--- config.mk ---
export PLATFORM = sky130hd
export DESIGN_NAME = sbs_sequencer
export DESIGN_NICKNAME = d
export VERILOG_FILES = /design/src/rtl/sbs_pkg.sv /design/src/rtl/sbs_timer_if.sv /design/src/rtl/sbs_timer.sv /design/src/rtl/sbs_sequencer.sv
export SDC_FILE = /design/constraint.sdc
export NUM_CORES = 1
export LEC_CHECK = 0
export BUFFER_PORTS_ARGS = -buffer_cell sky130_fd_sc_hd__buf_2
export CORE_ASPECT_RATIO = 1.2
export CORE_MARGIN = 2
export CORE_UTILIZATION = 62
export CTS_CLUSTER_SIZE = 10
export DETAILED_ROUTE_END_ITERATION = 10
export PLACE_DENSITY = 0.82
export SETUP_SLACK_MARGIN = 0.15
export SYNTH_ARGS = -nofsm -noshare
export SYNTH_HDL_FRONTEND = slang
export SYNTH_HIERARCHICAL = 1
export SYNTH_SLANG_ARGS = --single-unit
--- constraint.sdc ---
create_clock -name i_clk -period 7.6 [get_ports i_clk]
set_input_delay 1.52 -clock i_clk [delete_from_list [all_inputs] [get_ports i_clk]]
set_output_delay 1.52 -clock i_clk [all_outputs]
set_load 0.02 [all_outputs]
--- src/rtl/sbs_pkg.sv ---
// constants of the sweep and burst sequencer
// assumes a 16-bit word port and a 10-bit converter data path
package sbs_pkg;
   // word address field and register codes
   localparam int ADDR_HI = 15;
   localparam int ADDR_LO = 14;
   localparam logic [1:0] ADDR_INTERVAL = 2'h1;
   localparam logic [1:0] ADDR_BURST = 2'h2;
   // timing word fields
   localparam int UNIT_BIT = 13;
   localparam int MULT_HI = 12;
   localparam int MULT_LO = 11;
   localparam int LEN_W = 11;
   // control word bits
   localparam int CTL_DAC_EN = 10;
   localparam int CTL_SINE = 9;
   localparam int CTL_SQ_EN = 8;
   localparam int CTL_CONT = 7;
   localparam int CTL_GATE_EXT = 6;
   localparam int CTL_STEP_EXT = 5;
   localparam int CTL_MARK_SEL = 3;
   localparam int CTL_MARK_EN = 2;
   // multiplier codes and factors
   localparam logic [1:0] MULT_X5 = 2'h1;
   localparam logic [1:0] MULT_X100 = 2'h2;
   localparam logic [1:0] MULT_X500 = 2'h3;
   localparam logic [8:0] FACT_1 = 9'h001;
   localparam logic [8:0] FACT_5 = 9'h005;
   localparam logic [8:0] FACT_100 = 9'h064;
   localparam logic [8:0] FACT_500 = 9'h1F4;
   // converter data
   localparam int DAC_W = 10;
   localparam logic [9:0] MIDSCALE = 10'h200;
   // marker pulse length in clock periods
   localparam logic [2:0] MARK_PULSE = 3'h4;
   typedef enum logic [1:0] {
      SBS_IDLE = 2'b00,
      SBS_BURST = 2'b01,
      SBS_LISTEN = 2'b10,
      SBS_DONE = 2'b11
   } sbs_state_t;
endpackage : sbs_pkg

--- src/rtl/sbs_timer_if.sv ---
// carrier between the sequencer and one interval timer
// assumes both ends share the sequencer clock
`timescale 1ns/10ps
`default_nettype none
interface sbs_timer_if;
   logic restart;
   logic hold;
   logic unit_waves;
   logic [1:0] mult;
   logic [10:0] length;
   logic wave_tick;
   logic expired;
   modport ctl (output restart, hold, unit_waves, mult, length, wave_tick, input expired);
   modport tmr (input restart, hold, unit_waves, mult, length, wave_tick, output expired);
endinterface : sbs_timer_if
`default_nettype wire

--- src/rtl/sbs_timer.sv ---
// base interval timer: counts length base intervals
// assumes restart is a one-cycle pulse from the sequencer
`timescale 1ns/10ps
`default_nettype none
module sbs_timer (
   input wire logic i_clk,
   input wire logic i_rst_b,
   sbs_timer_if.tmr tif
);
   logic [8:0] pre_reg;
   logic [10:0] cnt_reg;
   logic exp_reg;
   logic [8:0] fact;
   logic tick;
   logic pre_wrap;
   // ----------------------------------------
   // prescale factor and base tick
   // ----------------------------------------
   assign fact = (tif.mult == sbs_pkg::MULT_X5) ? sbs_pkg::FACT_5 :
                 (tif.mult == sbs_pkg::MULT_X100) ? sbs_pkg::FACT_100 :
                 (tif.mult == sbs_pkg::MULT_X500) ? sbs_pkg::FACT_500 : sbs_pkg::FACT_1;
   assign tick = tif.unit_waves ? tif.wave_tick : 1'b1; // cycles or clock periods
   assign pre_wrap = (pre_reg >= fact - sbs_pkg::FACT_1);
   assign tif.expired = exp_reg;
   // count prescaled ticks; frozen while held for standby
   always_ff @(posedge i_clk or negedge i_rst_b) begin
      if (!i_rst_b) begin
         pre_reg <= 9'h000;
         cnt_reg <= 11'h000;
         exp_reg <= 1'b0;
      end else if (tif.restart) begin
         pre_reg <= 9'h000;
         cnt_reg <= 11'h000;
         exp_reg <= 1'b0;
      end else if (!tif.hold && !exp_reg && tick) begin
         pre_reg <= pre_wrap ? 9'h000 : pre_reg + 9'h001;
         if (pre_wrap) begin
            cnt_reg <= cnt_reg + 11'h001;
            exp_reg <= (cnt_reg + 11'h001 >= tif.length);
         end
      end
   end
endmodule : sbs_timer
`default_nettype wire

--- src/rtl/sbs_sequencer.sv ---
// sweep and burst sequencer of a frequency-sweep waveform generator
// assumes trigger, abort and standby come from pins of another domain;
// timing and control words arrive already assembled on word ports
`timescale 1ns/10ps
`default_nettype none
// Behaviour
// - burst word: 11-bit duration, D13 picks waveform cycles or clocks
// - unit bits disagree: the interval word's unit wins, except with external increment
// - multiplier from the interval word, except with external increment
// - rising trigger starts the sweep at the start frequency
// - each increment adds the step, for step_count increments
// - auto mode: burst for burst duration, midscale rest of interval
// - external increment: first edge starts, later edges step
// - external increment: burst, then midscale until next trigger
// - external increment: unit and multiplier from burst word
// - fully external: output while trigger high, midscale while low
// - fully external: unit and multiplier bits ignored
// - abort rising edge, sampled, resets state and forces midscale
// - standby high freezes accumulator and holds the output
// - standby low resumes the sweep where it paused
// - D9 set gives parabolic sine, clear gives 10-bit triangle
// - D8 drives square pin with inverted converter data msb
// - D2 enables marker; D3 picks end-of-sweep or 4-clock pulse
// - multiplier codes scale base interval by 1, 5, 100, 500
// - step k outputs start plus k times the signed step
module sbs_sequencer #(
   parameter int FREQ_W = 24,
   parameter int COUNT_W = 12
) (
   input wire logic i_clk,
   input wire logic i_rst_b,
   input wire logic [15:0] i_word,
   input wire logic i_word_load,
   input wire logic [15:0] i_ctrl_word,
   input wire logic i_ctrl_load,
   input wire logic [FREQ_W-1:0] i_start_frequency,
   input wire logic [FREQ_W-1:0] i_step_value,
   input wire logic [COUNT_W-1:0] i_step_count,
   input wire logic i_trigger,
   input wire logic i_abort,
   input wire logic i_standby,
   output logic [9:0] o_dac_data,
   output logic o_converter_enable,
   output logic o_square_out_pin,
   output logic o_sweep_marker_pin,
   output logic o_sweep_busy
);
   // ----------------------------------------
   // registers
   // ----------------------------------------
   logic [15:0] interval_reg;
   logic [15:0] burst_reg;
   logic [15:0] ctrl_reg;
   sbs_pkg::sbs_state_t state_reg;
   sbs_pkg::sbs_state_t state_next;
   logic [FREQ_W-1:0] freq_reg;
   logic [FREQ_W-1:0] freq_next;
   logic [COUNT_W-1:0] index_reg;
   logic [COUNT_W-1:0] index_next;
   logic [FREQ_W-1:0] phase_reg;
   logic phase_msb_reg;
   logic [2:0] mark_cnt_reg;
   logic [2:0] mark_cnt_next;
   logic [9:0] dac_reg;
   logic [9:0] dac_next;
   logic square_reg;
   logic marker_reg;
   logic busy_reg;
   logic dac_en_reg;
   // pin synchronisers: three stages, level moves when 2 and 3 agree
   logic [2:0] trig_sync_reg;
   logic [2:0] abort_sync_reg;
   logic [2:0] stby_sync_reg;
   logic trig_lvl_reg;
   logic trig_prev_reg;
   logic abort_lvl_reg;
   logic abort_prev_reg;
   logic stby_lvl_reg;

   // ----------------------------------------
   // mode decode
   // ----------------------------------------
   logic cont_mode;
   logic gate_ext;
   logic step_ext;
   logic full_ext;
   logic ext_inc;
   logic trig_rise;
   logic trig_fall;
   logic abort_rise;
   logic standby;
   logic in_sweep;

   assign cont_mode = ctrl_reg[sbs_pkg::CTL_CONT];
   assign gate_ext = ctrl_reg[sbs_pkg::CTL_GATE_EXT];
   assign step_ext = ctrl_reg[sbs_pkg::CTL_STEP_EXT];
   assign full_ext = gate_ext & step_ext;
   assign ext_inc = step_ext & ~gate_ext;
   // edges come from the filtered level only
   assign trig_rise = trig_lvl_reg & ~trig_prev_reg;
   assign trig_fall = ~trig_lvl_reg & trig_prev_reg;
   assign abort_rise = abort_lvl_reg & ~abort_prev_reg;
   assign standby = stby_lvl_reg;
   assign in_sweep = (state_reg == sbs_pkg::SBS_BURST) ||
                     (state_reg == sbs_pkg::SBS_LISTEN);

   // ----------------------------------------
   // interval and burst timers
   // ----------------------------------------
   sbs_timer_if int_if ();
   sbs_timer_if bst_if ();
   logic wave_tick;
   logic timers_restart;

   // one output waveform cycle counted at each rise of the accumulator msb
   assign wave_tick = phase_reg[FREQ_W-1] & ~phase_msb_reg;

   // interval timer always uses the interval word's settings
   assign int_if.restart = timers_restart;
   assign int_if.hold = standby;
   assign int_if.unit_waves = ~interval_reg[sbs_pkg::UNIT_BIT];
   assign int_if.mult = interval_reg[sbs_pkg::MULT_HI:sbs_pkg::MULT_LO];
   assign int_if.length = interval_reg[sbs_pkg::LEN_W-1:0];
   assign int_if.wave_tick = wave_tick;

   // burst timer: unit and multiplier taken from the interval word,
   // except with external increment, where the burst word rules
   assign bst_if.restart = timers_restart;
   assign bst_if.hold = standby;
   assign bst_if.unit_waves = ext_inc ? ~burst_reg[sbs_pkg::UNIT_BIT] :
                              ~interval_reg[sbs_pkg::UNIT_BIT];
   assign bst_if.mult = ext_inc ? burst_reg[sbs_pkg::MULT_HI:sbs_pkg::MULT_LO] :
                        interval_reg[sbs_pkg::MULT_HI:sbs_pkg::MULT_LO];
   assign bst_if.length = burst_reg[sbs_pkg::LEN_W-1:0];
   assign bst_if.wave_tick = wave_tick;

   sbs_timer u_int_timer (
      .i_clk(i_clk),
      .i_rst_b(i_rst_b),
      .tif(int_if)
   );

   sbs_timer u_bst_timer (
      .i_clk(i_clk),
      .i_rst_b(i_rst_b),
      .tif(bst_if)
   );

   // ----------------------------------------
   // sweep events
   // ----------------------------------------
   logic start_evt;
   logic adv_evt;
   logic burst_end;
   logic last_step;

   // a rising trigger starts from idle or restarts a finished sweep
   assign start_evt = trig_rise && !in_sweep;
   // the fully external mode never consults the timers
   assign adv_evt = in_sweep && (step_ext ? trig_rise : int_if.expired);
   assign burst_end = (state_reg == sbs_pkg::SBS_BURST) && !cont_mode &&
                      (full_ext ? trig_fall : bst_if.expired);
   assign last_step = (index_reg == i_step_count);
   assign timers_restart = !standby && !abort_rise && (start_evt || adv_evt);

   // next state, frequency and step index
   always_comb begin
      state_next = state_reg;
      freq_next = freq_reg;
      index_next = index_reg;
      mark_cnt_next = (mark_cnt_reg != 3'h0) ? mark_cnt_reg - 3'h1 : 3'h0;
      if (start_evt) begin
         state_next = sbs_pkg::SBS_BURST;
         freq_next = i_start_frequency;
         index_next = '0;
      end else if (adv_evt) begin
         if (last_step) begin
            state_next = sbs_pkg::SBS_DONE;
         end else begin
            state_next = sbs_pkg::SBS_BURST;
            freq_next = freq_reg + i_step_value;
            index_next = index_reg + {{(COUNT_W-1){1'b0}}, 1'b1};
            mark_cnt_next = sbs_pkg::MARK_PULSE;
         end
      end else if (burst_end) begin
         state_next = sbs_pkg::SBS_LISTEN;
      end
   end

   // ----------------------------------------
   // waveform shaping
   // ----------------------------------------
   logic [9:0] phase_top;
   logic [9:0] tri_wave;
   logic [8:0] half_x;
   logic [17:0] sine_prod;
   logic [9:0] sine_wave;
   logic [9:0] wave;

   assign phase_top = phase_reg[FREQ_W-1 -: sbs_pkg::DAC_W];
   // truncated phase folded into a linear triangle
   assign tri_wave = phase_top[9] ? ~{phase_top[8:0], 1'b0} : {phase_top[8:0], 1'b0};
   // parabolic sine: cheap, no lookup memory, up to roughly 28 lsb off
   assign half_x = phase_top[8:0];
   assign sine_prod = half_x * (9'h1FF - half_x);
   assign sine_wave = phase_top[9] ? sbs_pkg::MIDSCALE - {1'b0, sine_prod[15:7]} :
                      sbs_pkg::MIDSCALE + {1'b0, sine_prod[15:7]};
   assign wave = ctrl_reg[sbs_pkg::CTL_SINE] ? sine_wave : tri_wave;
   // midscale when idle or listening; done keeps the final tone
   assign dac_next = (state_reg == sbs_pkg::SBS_BURST ||
                      state_reg == sbs_pkg::SBS_DONE) ? wave :
                     sbs_pkg::MIDSCALE;

   // ----------------------------------------
   // pin synchronisers
   // ----------------------------------------
   always_ff @(posedge i_clk or negedge i_rst_b) begin
      if (!i_rst_b) begin
         trig_sync_reg <= 3'h0;
         abort_sync_reg <= 3'h0;
         stby_sync_reg <= 3'h0;
      end else begin
         trig_sync_reg <= {trig_sync_reg[1:0], i_trigger};
         abort_sync_reg <= {abort_sync_reg[1:0], i_abort};
         stby_sync_reg <= {stby_sync_reg[1:0], i_standby};
      end
   end

   // filtered levels and their previous values for edge detection
   always_ff @(posedge i_clk or negedge i_rst_b) begin
      if (!i_rst_b) begin
         trig_lvl_reg <= 1'b0;
         trig_prev_reg <= 1'b0;
         abort_lvl_reg <= 1'b0;
         abort_prev_reg <= 1'b0;
         stby_lvl_reg <= 1'b0;
      end else begin
         if (trig_sync_reg[1] == trig_sync_reg[2]) trig_lvl_reg <= trig_sync_reg[2];
         if (abort_sync_reg[1] == abort_sync_reg[2]) abort_lvl_reg <= abort_sync_reg[2];
         if (stby_sync_reg[1] == stby_sync_reg[2]) stby_lvl_reg <= stby_sync_reg[2];
         // the trigger edge is held back in standby so it is not lost
         if (!standby) trig_prev_reg <= trig_lvl_reg;
         abort_prev_reg <= abort_lvl_reg;
      end
   end

   // ----------------------------------------
   // word ports
   // ----------------------------------------
   logic ld_interval;
   logic ld_burst;
   assign ld_interval = i_word_load &&
                        (i_word[sbs_pkg::ADDR_HI:sbs_pkg::ADDR_LO] == sbs_pkg::ADDR_INTERVAL);
   assign ld_burst = i_word_load &&
                     (i_word[sbs_pkg::ADDR_HI:sbs_pkg::ADDR_LO] == sbs_pkg::ADDR_BURST);

   // other word codes belong to registers outside this block
   always_ff @(posedge i_clk or negedge i_rst_b) begin
      if (!i_rst_b) begin
         interval_reg <= 16'h0000;
         burst_reg <= 16'h0000;
         ctrl_reg <= 16'h0000;
      end else begin
         if (ld_interval) interval_reg <= i_word;
         if (ld_burst) burst_reg <= i_word;
         if (i_ctrl_load) ctrl_reg <= i_ctrl_word;
      end
   end

   // ----------------------------------------
   // sweep state
   // ----------------------------------------
   // abort wins over everything; standby freezes all sweep state
   always_ff @(posedge i_clk or negedge i_rst_b) begin
      if (!i_rst_b) begin
         state_reg <= sbs_pkg::SBS_IDLE;
         freq_reg <= '0;
         index_reg <= '0;
         mark_cnt_reg <= 3'h0;
      end else if (abort_rise) begin
         state_reg <= sbs_pkg::SBS_IDLE;
         index_reg <= '0;
         mark_cnt_reg <= 3'h0;
      end else if (!standby) begin
         state_reg <= state_next;
         freq_reg <= freq_next;
         index_reg <= index_next;
         mark_cnt_reg <= mark_cnt_next;
      end
   end

   // phase accumulator stops in standby, so the output holds
   always_ff @(posedge i_clk or negedge i_rst_b) begin
      if (!i_rst_b) begin
         phase_reg <= '0;
         phase_msb_reg <= 1'b0;
      end else if (!standby) begin
         phase_reg <= phase_reg + freq_reg;
         phase_msb_reg <= phase_reg[FREQ_W-1];
      end
   end

   // ----------------------------------------
   // registered outputs
   // ----------------------------------------
   always_ff @(posedge i_clk or negedge i_rst_b) begin
      if (!i_rst_b) begin
         dac_reg <= sbs_pkg::MIDSCALE;
         square_reg <= 1'b0;
         marker_reg <= 1'b0;
         busy_reg <= 1'b0;
         dac_en_reg <= 1'b0;
      end else begin
         dac_en_reg <= ctrl_reg[sbs_pkg::CTL_DAC_EN];
         if (abort_rise) begin
            dac_reg <= sbs_pkg::MIDSCALE;
         end else if (!standby) begin
            dac_reg <= dac_next;
         end
         square_reg <= ctrl_reg[sbs_pkg::CTL_SQ_EN] & ~dac_reg[9];
         marker_reg <= ctrl_reg[sbs_pkg::CTL_MARK_EN] &
                       (ctrl_reg[sbs_pkg::CTL_MARK_SEL] ? (mark_cnt_reg != 3'h0) :
                        (state_reg == sbs_pkg::SBS_DONE));
         busy_reg <= in_sweep;
      end
   end

   assign o_dac_data = dac_reg;
   assign o_converter_enable = dac_en_reg;
   assign o_square_out_pin = square_reg;
   assign o_sweep_marker_pin = marker_reg;
   assign o_sweep_busy = busy_reg;
endmodule : sbs_sequencer
`default_nettype wire

==> impl_metrics.toml, run 1 <==
[worst_hold_path]
hp-start = "abort_sync_reg[0]$_DFF_PN0_"
hold_class = "reg -> reg"

[drt]
via_per_inst = 6.149
antenna_left = 0
first_pass_iters = 5
routedWlPerCell_um = 17.32
drtIter0Drc = 900
vias = 11870
finalWirelength_mm = 33.43
drc = 0

[yosys]
synth-edff-count = 0
synth_area_um2 = 14240
synth_top_area_cell = "dfrtp_1"
synth-async-reset-ratio_pct = 100.0
synth_area_leaders = "dfrtp_1 30%, ha_1 13%, fa_1 5.5%"
synth_nets = 1858
ys_seq_area_share_pct = 30.23
avgSynthCellArea_um2 = 9.077
ys_types = 96
synth_warnings = 6
synth_top_area_share_pct = 30.04
ys_seq_elements = 172
synth_cells = 1569
synth-main-ff-cell = "dfrtp_1"

[cts]
htreeDepth = 4
numCtsBuffers = 17
root_buffer = "clkbuf_16"
clk_latency_ns = 0.44
cts.sinks = 172
ctsHoldBuffers = 0
cts-resized-gates = 0
cts_setup_buffers = 0
clock_path_buffers = 2
cts_tree = "done"
path_clk_slew_ns = 0.07

[sta]
relSlewSlack_pct = 30.43
rsz0062_at_grt = "false"
fin_skew_ns = 0.01374
worst_pin_slew_ns = 1.033
setup_viol = 0
hold_viol = 0
timing.fmax_mhz = 155.8
worst_slack_ns = 1.180
tns_ns = 0
post-route-period-util_pct = 84.47
fin_crit_ns = 6.420
slew_violations = 0

[global_route]
antenna_found_initial = 4
grt_pass1_vias = 11800
grt_max_degree = 112
track_usage_pct = 28.62
grt_pass1_wl_mm = 56.30
gr-total-overflow = 0

[cells_and_area]
layout_common_cells = "170 x dfrtp_1, 156 x nand2_1, 151 x ha_1"
final.fill_count = 1739
multi_input_area_um2 = 9074
drive_above_1_share_pct = 14.26
seqCellArea_um2 = 4307
mostFrequentLayoutCell = "dfrtp_1"
stdcell_area_um2 = 15380
fin_nets = 1924
syn_to_final_growth_pct = 8.021

[status]
status = "complete, no violations"

[critical_path]
crit_top_cell = "inv_1"
setup.worst_path.start_class = "flop"
path_cells = "inv_1 -> nand2_1 -> fa_1 -> inv_1 -> fa_1 -> inv_1 -> fa_1 -> inv_1 -> fa_1 -> inv_1 -> fa_1 -> inv_1 -> ha_1 -> nand2_1 -> nor4_1 -> nor2_1 -> xnor2_1 -> nor3b_1 -> o311ai_0 -> a21boi_0 -> o21ai_0"
crit_path_end = "o_dac_data[4]$_DFFE_PN0P_"
cp_slowest_cell = "fa_1"
worstPathBufferInverterCount = 6
cp.arrival_ns = 6.77
critPathTopFamily = "adder cells"
r2r_slack_ns = 1.18
path_class = "reg -> reg"
worstPathMaxFanout = 13
end_kind = "flop"
startpoint = "phase_reg[17]$_DFFE_PN0N_"
cp.depth = 21
worstReg2RegStart = "phase_reg[17]$_DFFE_PN0N_"
required_ns = 7.95
r2r-end = "o_dac_data[4]$_DFFE_PN0P_"
worstRegToRegCells = 21
cp_slowest_stage_delay_ns = 0.55

[floorplan]
coreArea_um2 = 22520
die_h_um = 170.0
die_w_um = 142.4
pin_count = 113
initial_utilization_pct = 63.24
die_area_um2 = 24210
rows = 60

[placed_design]
gp_congestion = 0.9054
hpwl_mm = 24.26
pre_cts_ws_ns = 1.190
postPlaceCellArea_um2 = 14760
portBuffers = 104

[flow_run]
drv_cap = 0
## cell type report
class,instances,share of cell area [%]
multi-input cells,1215,58.98
flip-flops and latches,172,27.99
repair buffers,114,3.912
inverters,115,2.806
clock buffers,18,2.790
well taps,279,2.269
clock inverters,14,1.204
diodes,3,0.04880
## metal layers
| metal | global-route usage (%) | routed length, um |
|---|---|---|
| met3 | 4.221 | 1419 |
| met2 | 50.91 | 17040 |
| met1 | 35.49 | 14040 |
| met5 | 0 | 13 |
| met4 | 9.987 | 911 |
## cells by family after synthesis
logic type / share of synthesized area, %
flops: 30.23
other cells: 0.05273
mux: 4.463
compound gates: 17.83
fa+ha+maj: 18.96
simple gates: 17.61
buf+inv: 6.150
xor+xnor: 4.700
## worst min path at each step
stage	slack [ns]	cells after the start	to
2_1_floorplan	0.33	0	abort_sync_reg[1]$_DFF_PN0_
3_3_place_gp	0.33	0	abort_sync_reg[1]$_DFF_PN0_
3_5_place_dp	0.34	0	abort_sync_reg[1]$_DFF_PN0_
4_1_cts	0.35	0	abort_sync_reg[1]$_DFF_PN0_
5_1_grt	0.37	0	abort_sync_reg[1]$_DFF_PN0_
6_report	0.35	0	abort_sync_reg[1]$_DFF_PN0_
## per-stage QoR
| step | hold slack [ns] | util, % | cells |
|---|---|---|---|
| after floorplan | 0.3312 | - | 1569 |
| after global placement | 0.3338 | 65.55 | 1895 |
| after detailed placement | 0.3379 | 65.55 | 1895 |
| after CTS | 0.3541 | 68.28 | 1927 |
| after global routing | 0.3739 | 68.29 | 1928 |
| final | 0.3520 | 68.31 | 1930 |
## synth_stat cells (all sizes together), types with 4 or more instances
cell / number
nor4b: 4
o21ai: 105
xnor2: 37
nor2: 122
a211o: 5
nor3b: 11
a22o: 13
mux2i: 14
mux2: 44
nand4: 21
o311ai: 4
o2111ai: 4
fa: 39
o211ai: 5
and3: 29
clkbuf: 53
a31o: 6
nor2b: 35
and4: 5
buf: 11
nor3: 30
nand2b: 15
o21a: 10
o21bai: 9
and2: 10
a21o: 34
nand3: 40
inv: 112
or2: 6
xor2: 36
a31oi: 26
a211oi: 16
a32oi: 4
a21boi: 11
nor4: 6
a21oi: 79
a2111oi: 4
nand2: 158
nand3b: 4
o31ai: 6
o41ai: 5
o22ai: 4
ha: 151
or3: 6
dfrtp: 171
Power of run 1 is left out: the tool's default activity adds up to more than one toggle a clock period on the data nets, which glitch-free logic cannot reach.
==> run 2, diff against run 1 <==
--- a/config.mk
+++ b/config.mk
@@ -5,6 +5,7 @@
 export SDC_FILE = /design/constraint.sdc
 export NUM_CORES = 1
 export LEC_CHECK = 0
+export ABC_AREA = 1
 export BUFFER_PORTS_ARGS = -buffer_cell sky130_fd_sc_hd__buf_2
 export CORE_ASPECT_RATIO = 1.2
 export CORE_MARGIN = 2
==> constraint.sdc (replaced) <==
create_clock -name i_clk -period 6.3 [get_ports i_clk]
set_input_delay 1.26 -clock i_clk [delete_from_list [all_inputs] [get_ports i_clk]]
set_output_delay 1.26 -clock i_clk [all_outputs]
set_load 0.02 [all_outputs]
==> run 2 against run 1 <==
Compared with the run above:
- wire length up 5.6%
- sequential share of layout area shrank 1.1 points
- clock skew fell by 0.0042 ns
==> impl_metrics.toml, run 2 <==
[yosys]
synth.most_common_cell = "nand2_1"
synth_xor_xnor_area_share_pct = 2.166
synth-async-reset-ratio_pct = 100.0
synth_top_area_cell = "dfrtp_1"
synthAdderAreaFrac_pct = 18.55
muxShareOfSynthArea_pct = 0.3869
synth_warnings = 6
synth-compound-area-share_pct = 12.62
synth_area_leaders = "dfrtp_1 29%, nand2_1 14%, ha_1 13%"
avgSynthCellArea_um2 = 7.234
synth_top_family_by_area = "simple AND/OR/NAND/NOR gates"
synth_area_um2 = 14550
yosys-top-cells-count = "533 x nand2_1, 300 x inv_1, 188 x nor2_1"
ys_seq_area_share_pct = 29.58
ys_types = 61
synth_simple_gate_area_share_pct = 27.05
synth_cells = 2012
synth_top_area_share_pct = 29.40
synth_nets = 2301
synth-main-ff-cell = "dfrtp_1"
synth-edff-count = 0
ys_seq_elements = 172

[sta]
post-route-period-util_pct = 89.35
fin_crit_ns = 5.629
fin_skew_ns = 0.009544
worst_pin_slew_ns = 0.9429
tns_ns = 0
setup_viol = 0
hold_viol = 0
rsz0062_at_grt = "false"
relSlewSlack_pct = 36.91
slew_violations = 0
timing.fmax_mhz = 177.6

[floorplan]
rows = 61
pin_count = 113
initial_utilization_pct = 62.93
coreArea_um2 = 23130
die_w_um = 143.9
die_area_um2 = 24720
die_h_um = 171.8

[drt]
drc = 0
finalWirelength_mm = 35.30
vias = 13230
via_per_inst = 5.450
drtIter0Drc = 845
antenna_left = 0
routedWlPerCell_um = 14.54
first_pass_iters = 5

[critical_path]
r2r-end = "o_dac_data[5]$_DFFE_PN0P_"
cp.arrival_ns = 5.94
setup.worst_path.start_class = "flop"
cp_slowest_stage_delay_ns = 0.54
required_ns = 6.61
path_class = "reg -> reg"
cp_slowest_cell = "dfrtp_1"
worstPathMaxFanout = 12
critPathTopFamily = "adder cells"
worstPathBufferInverterCount = 7
worstRegToRegCells = 26
r2r_slack_ns = 0.67
worstReg2RegStart = "phase_reg[16]$_DFFE_PN0N_"
end_kind = "flop"

[worst_hold_path]
hold_class = "reg -> reg"
hp-start = "stby_sync_reg[0]$_DFF_PN0_"
holdPathStages = 0
hold-path-endpoint = "stby_sync_reg[1]$_DFF_PN0_"

[status]
status = "complete, no violations"

[cells_and_area]
seqCellArea_um2 = 4305
syn_to_final_growth_pct = 9.930
layout_common_cells = "533 x nand2_1, 300 x inv_1, 188 x nor2_1"
mostFrequentLayoutCell = "nand2_1"
final.fill_count = 1934
insertedDiodeCount = 0
fin_nets = 2388
drive_above_1_share_pct = 10.51
multi_input_area_um2 = 8852

[cts]
cts-resized-gates = 0
root_buffer = "clkbuf_16"
path_clk_slew_ns = 0.07
cts_setup_buffers = 0
clock_path_buffers = 2
htreeDepth = 4
clk_latency_ns = 0.44
numCtsBuffers = 17
ctsHoldBuffers = 0
cts.sinks = 172
cts_tree = "done"

[placed_design]
hpwl_mm = 26.40
gp_congestion = 0.9573
portBuffers = 104

[global_route]
grt_pass1_wl_mm = 59.66
antenna_found_initial = 0
gr-max-usage-layer = "met2"
track_usage_pct = 30.17
gr-total-overflow = 0
use_met1_pct = 35.19
grt_max_degree = 86
grt_pass1_vias = 13050
gr-usage-met3_pct = 4.482
grt_use_met2_pct = 55.59

[flow_run]
drv_cap = 0
[run 2: cell count changes after synthesis, sizes merged, moves of 25 or more]
cell    previous run  this run
a21oi             79       112
clkbuf            53        28
mux2              44         5
nand3             40        98
and3              29         3
nor2             122       198
o21ai            105       160
nand2            158       545
a21o              34         8
nor2b             35         0
inv              112       309
[run 2: kinds of logic after synthesis]
family | count (synthesis)
AND/OR/NAND/NOR | 923
buffers and inverters | 357
AO/OA/AOI/OAI | 324
adder cells (fa/ha/maj) | 193
flip-flops | 172
XOR/XNOR | 36
multiplexers | 5
other | 2
[run 2: area by class of cell]
| type | instances | share of cell area, % |
|---|---|---|
| clock buffer | 18 | 2.745 |
| timing repair buffer | 111 | 3.621 |
| clock inverter | 14 | 1.502 |
| sequential | 172 | 26.91 |
| tap | 315 | 2.463 |
| multi-input combinational | 1483 | 55.33 |
| inverter | 314 | 7.429 |
[run 2: worst register-to-register path: cells and delay by family (launching register included)]
family                     cells  cell delay, ns
and+or+nand+nor               12            1.16
adders and majority gates      6            2.90
buffers and inverters          7            0.69
DFF                            1            0.54
AOI/OAI and AO/OA              1            0.22
[run 2: metrics by stage]
stage / cell area (um2) / worst slack [ns] / utilization, % / hold WS, ns / instances
after global placement: 15320 / 0.7663 / 66.24 / 0.3414 / 2395
after CTS: 16000 / 0.6931 / 69.18 / 0.3586 / 2427
after detailed placement: 15320 / 0.7301 / 66.24 / 0.3362 / 2395
final: 16000 / 0.6707 / 69.18 / 0.3588 / 2427
after global routing: 16000 / 0.2633 / 69.18 / 0.3739 / 2427
after floorplan: 14550 / 1.138 / - / 0.3312 / 2012
[run 2: metal layers]
layer,share of wire [%],vias to the layer above
met4,3.5,0
met3,4.3,82
li1,-,6634
met5,0,-
met2,51,324
met1,41,6187
[run 2: worst max path at each step]
stage	cells past startpoint	slack (ns)	from	end
after detailed placement	26	0.73	phase_reg[16]$_DFFE_PN0N_	o_dac_data[6]$_DFFE_PN0P_
after global placement	26	0.77	phase_reg[16]$_DFFE_PN0N_	o_dac_data[6]$_DFFE_PN0P_
after CTS	26	0.69	phase_reg[16]$_DFFE_PN0N_	o_dac_data[5]$_DFFE_PN0P_
after floorplan	28	1.14	phase_reg[17]$_DFFE_PN0N_	o_dac_data[6]$_DFFE_PN0P_
after global routing	26	0.26	phase_reg[16]$_DFFE_PN0N_	o_dac_data[5]$_DFFE_PN0P_
final	26	0.67	phase_reg[16]$_DFFE_PN0N_	o_dac_data[5]$_DFFE_PN0P_
Power of run 2 is left out for the same reason.
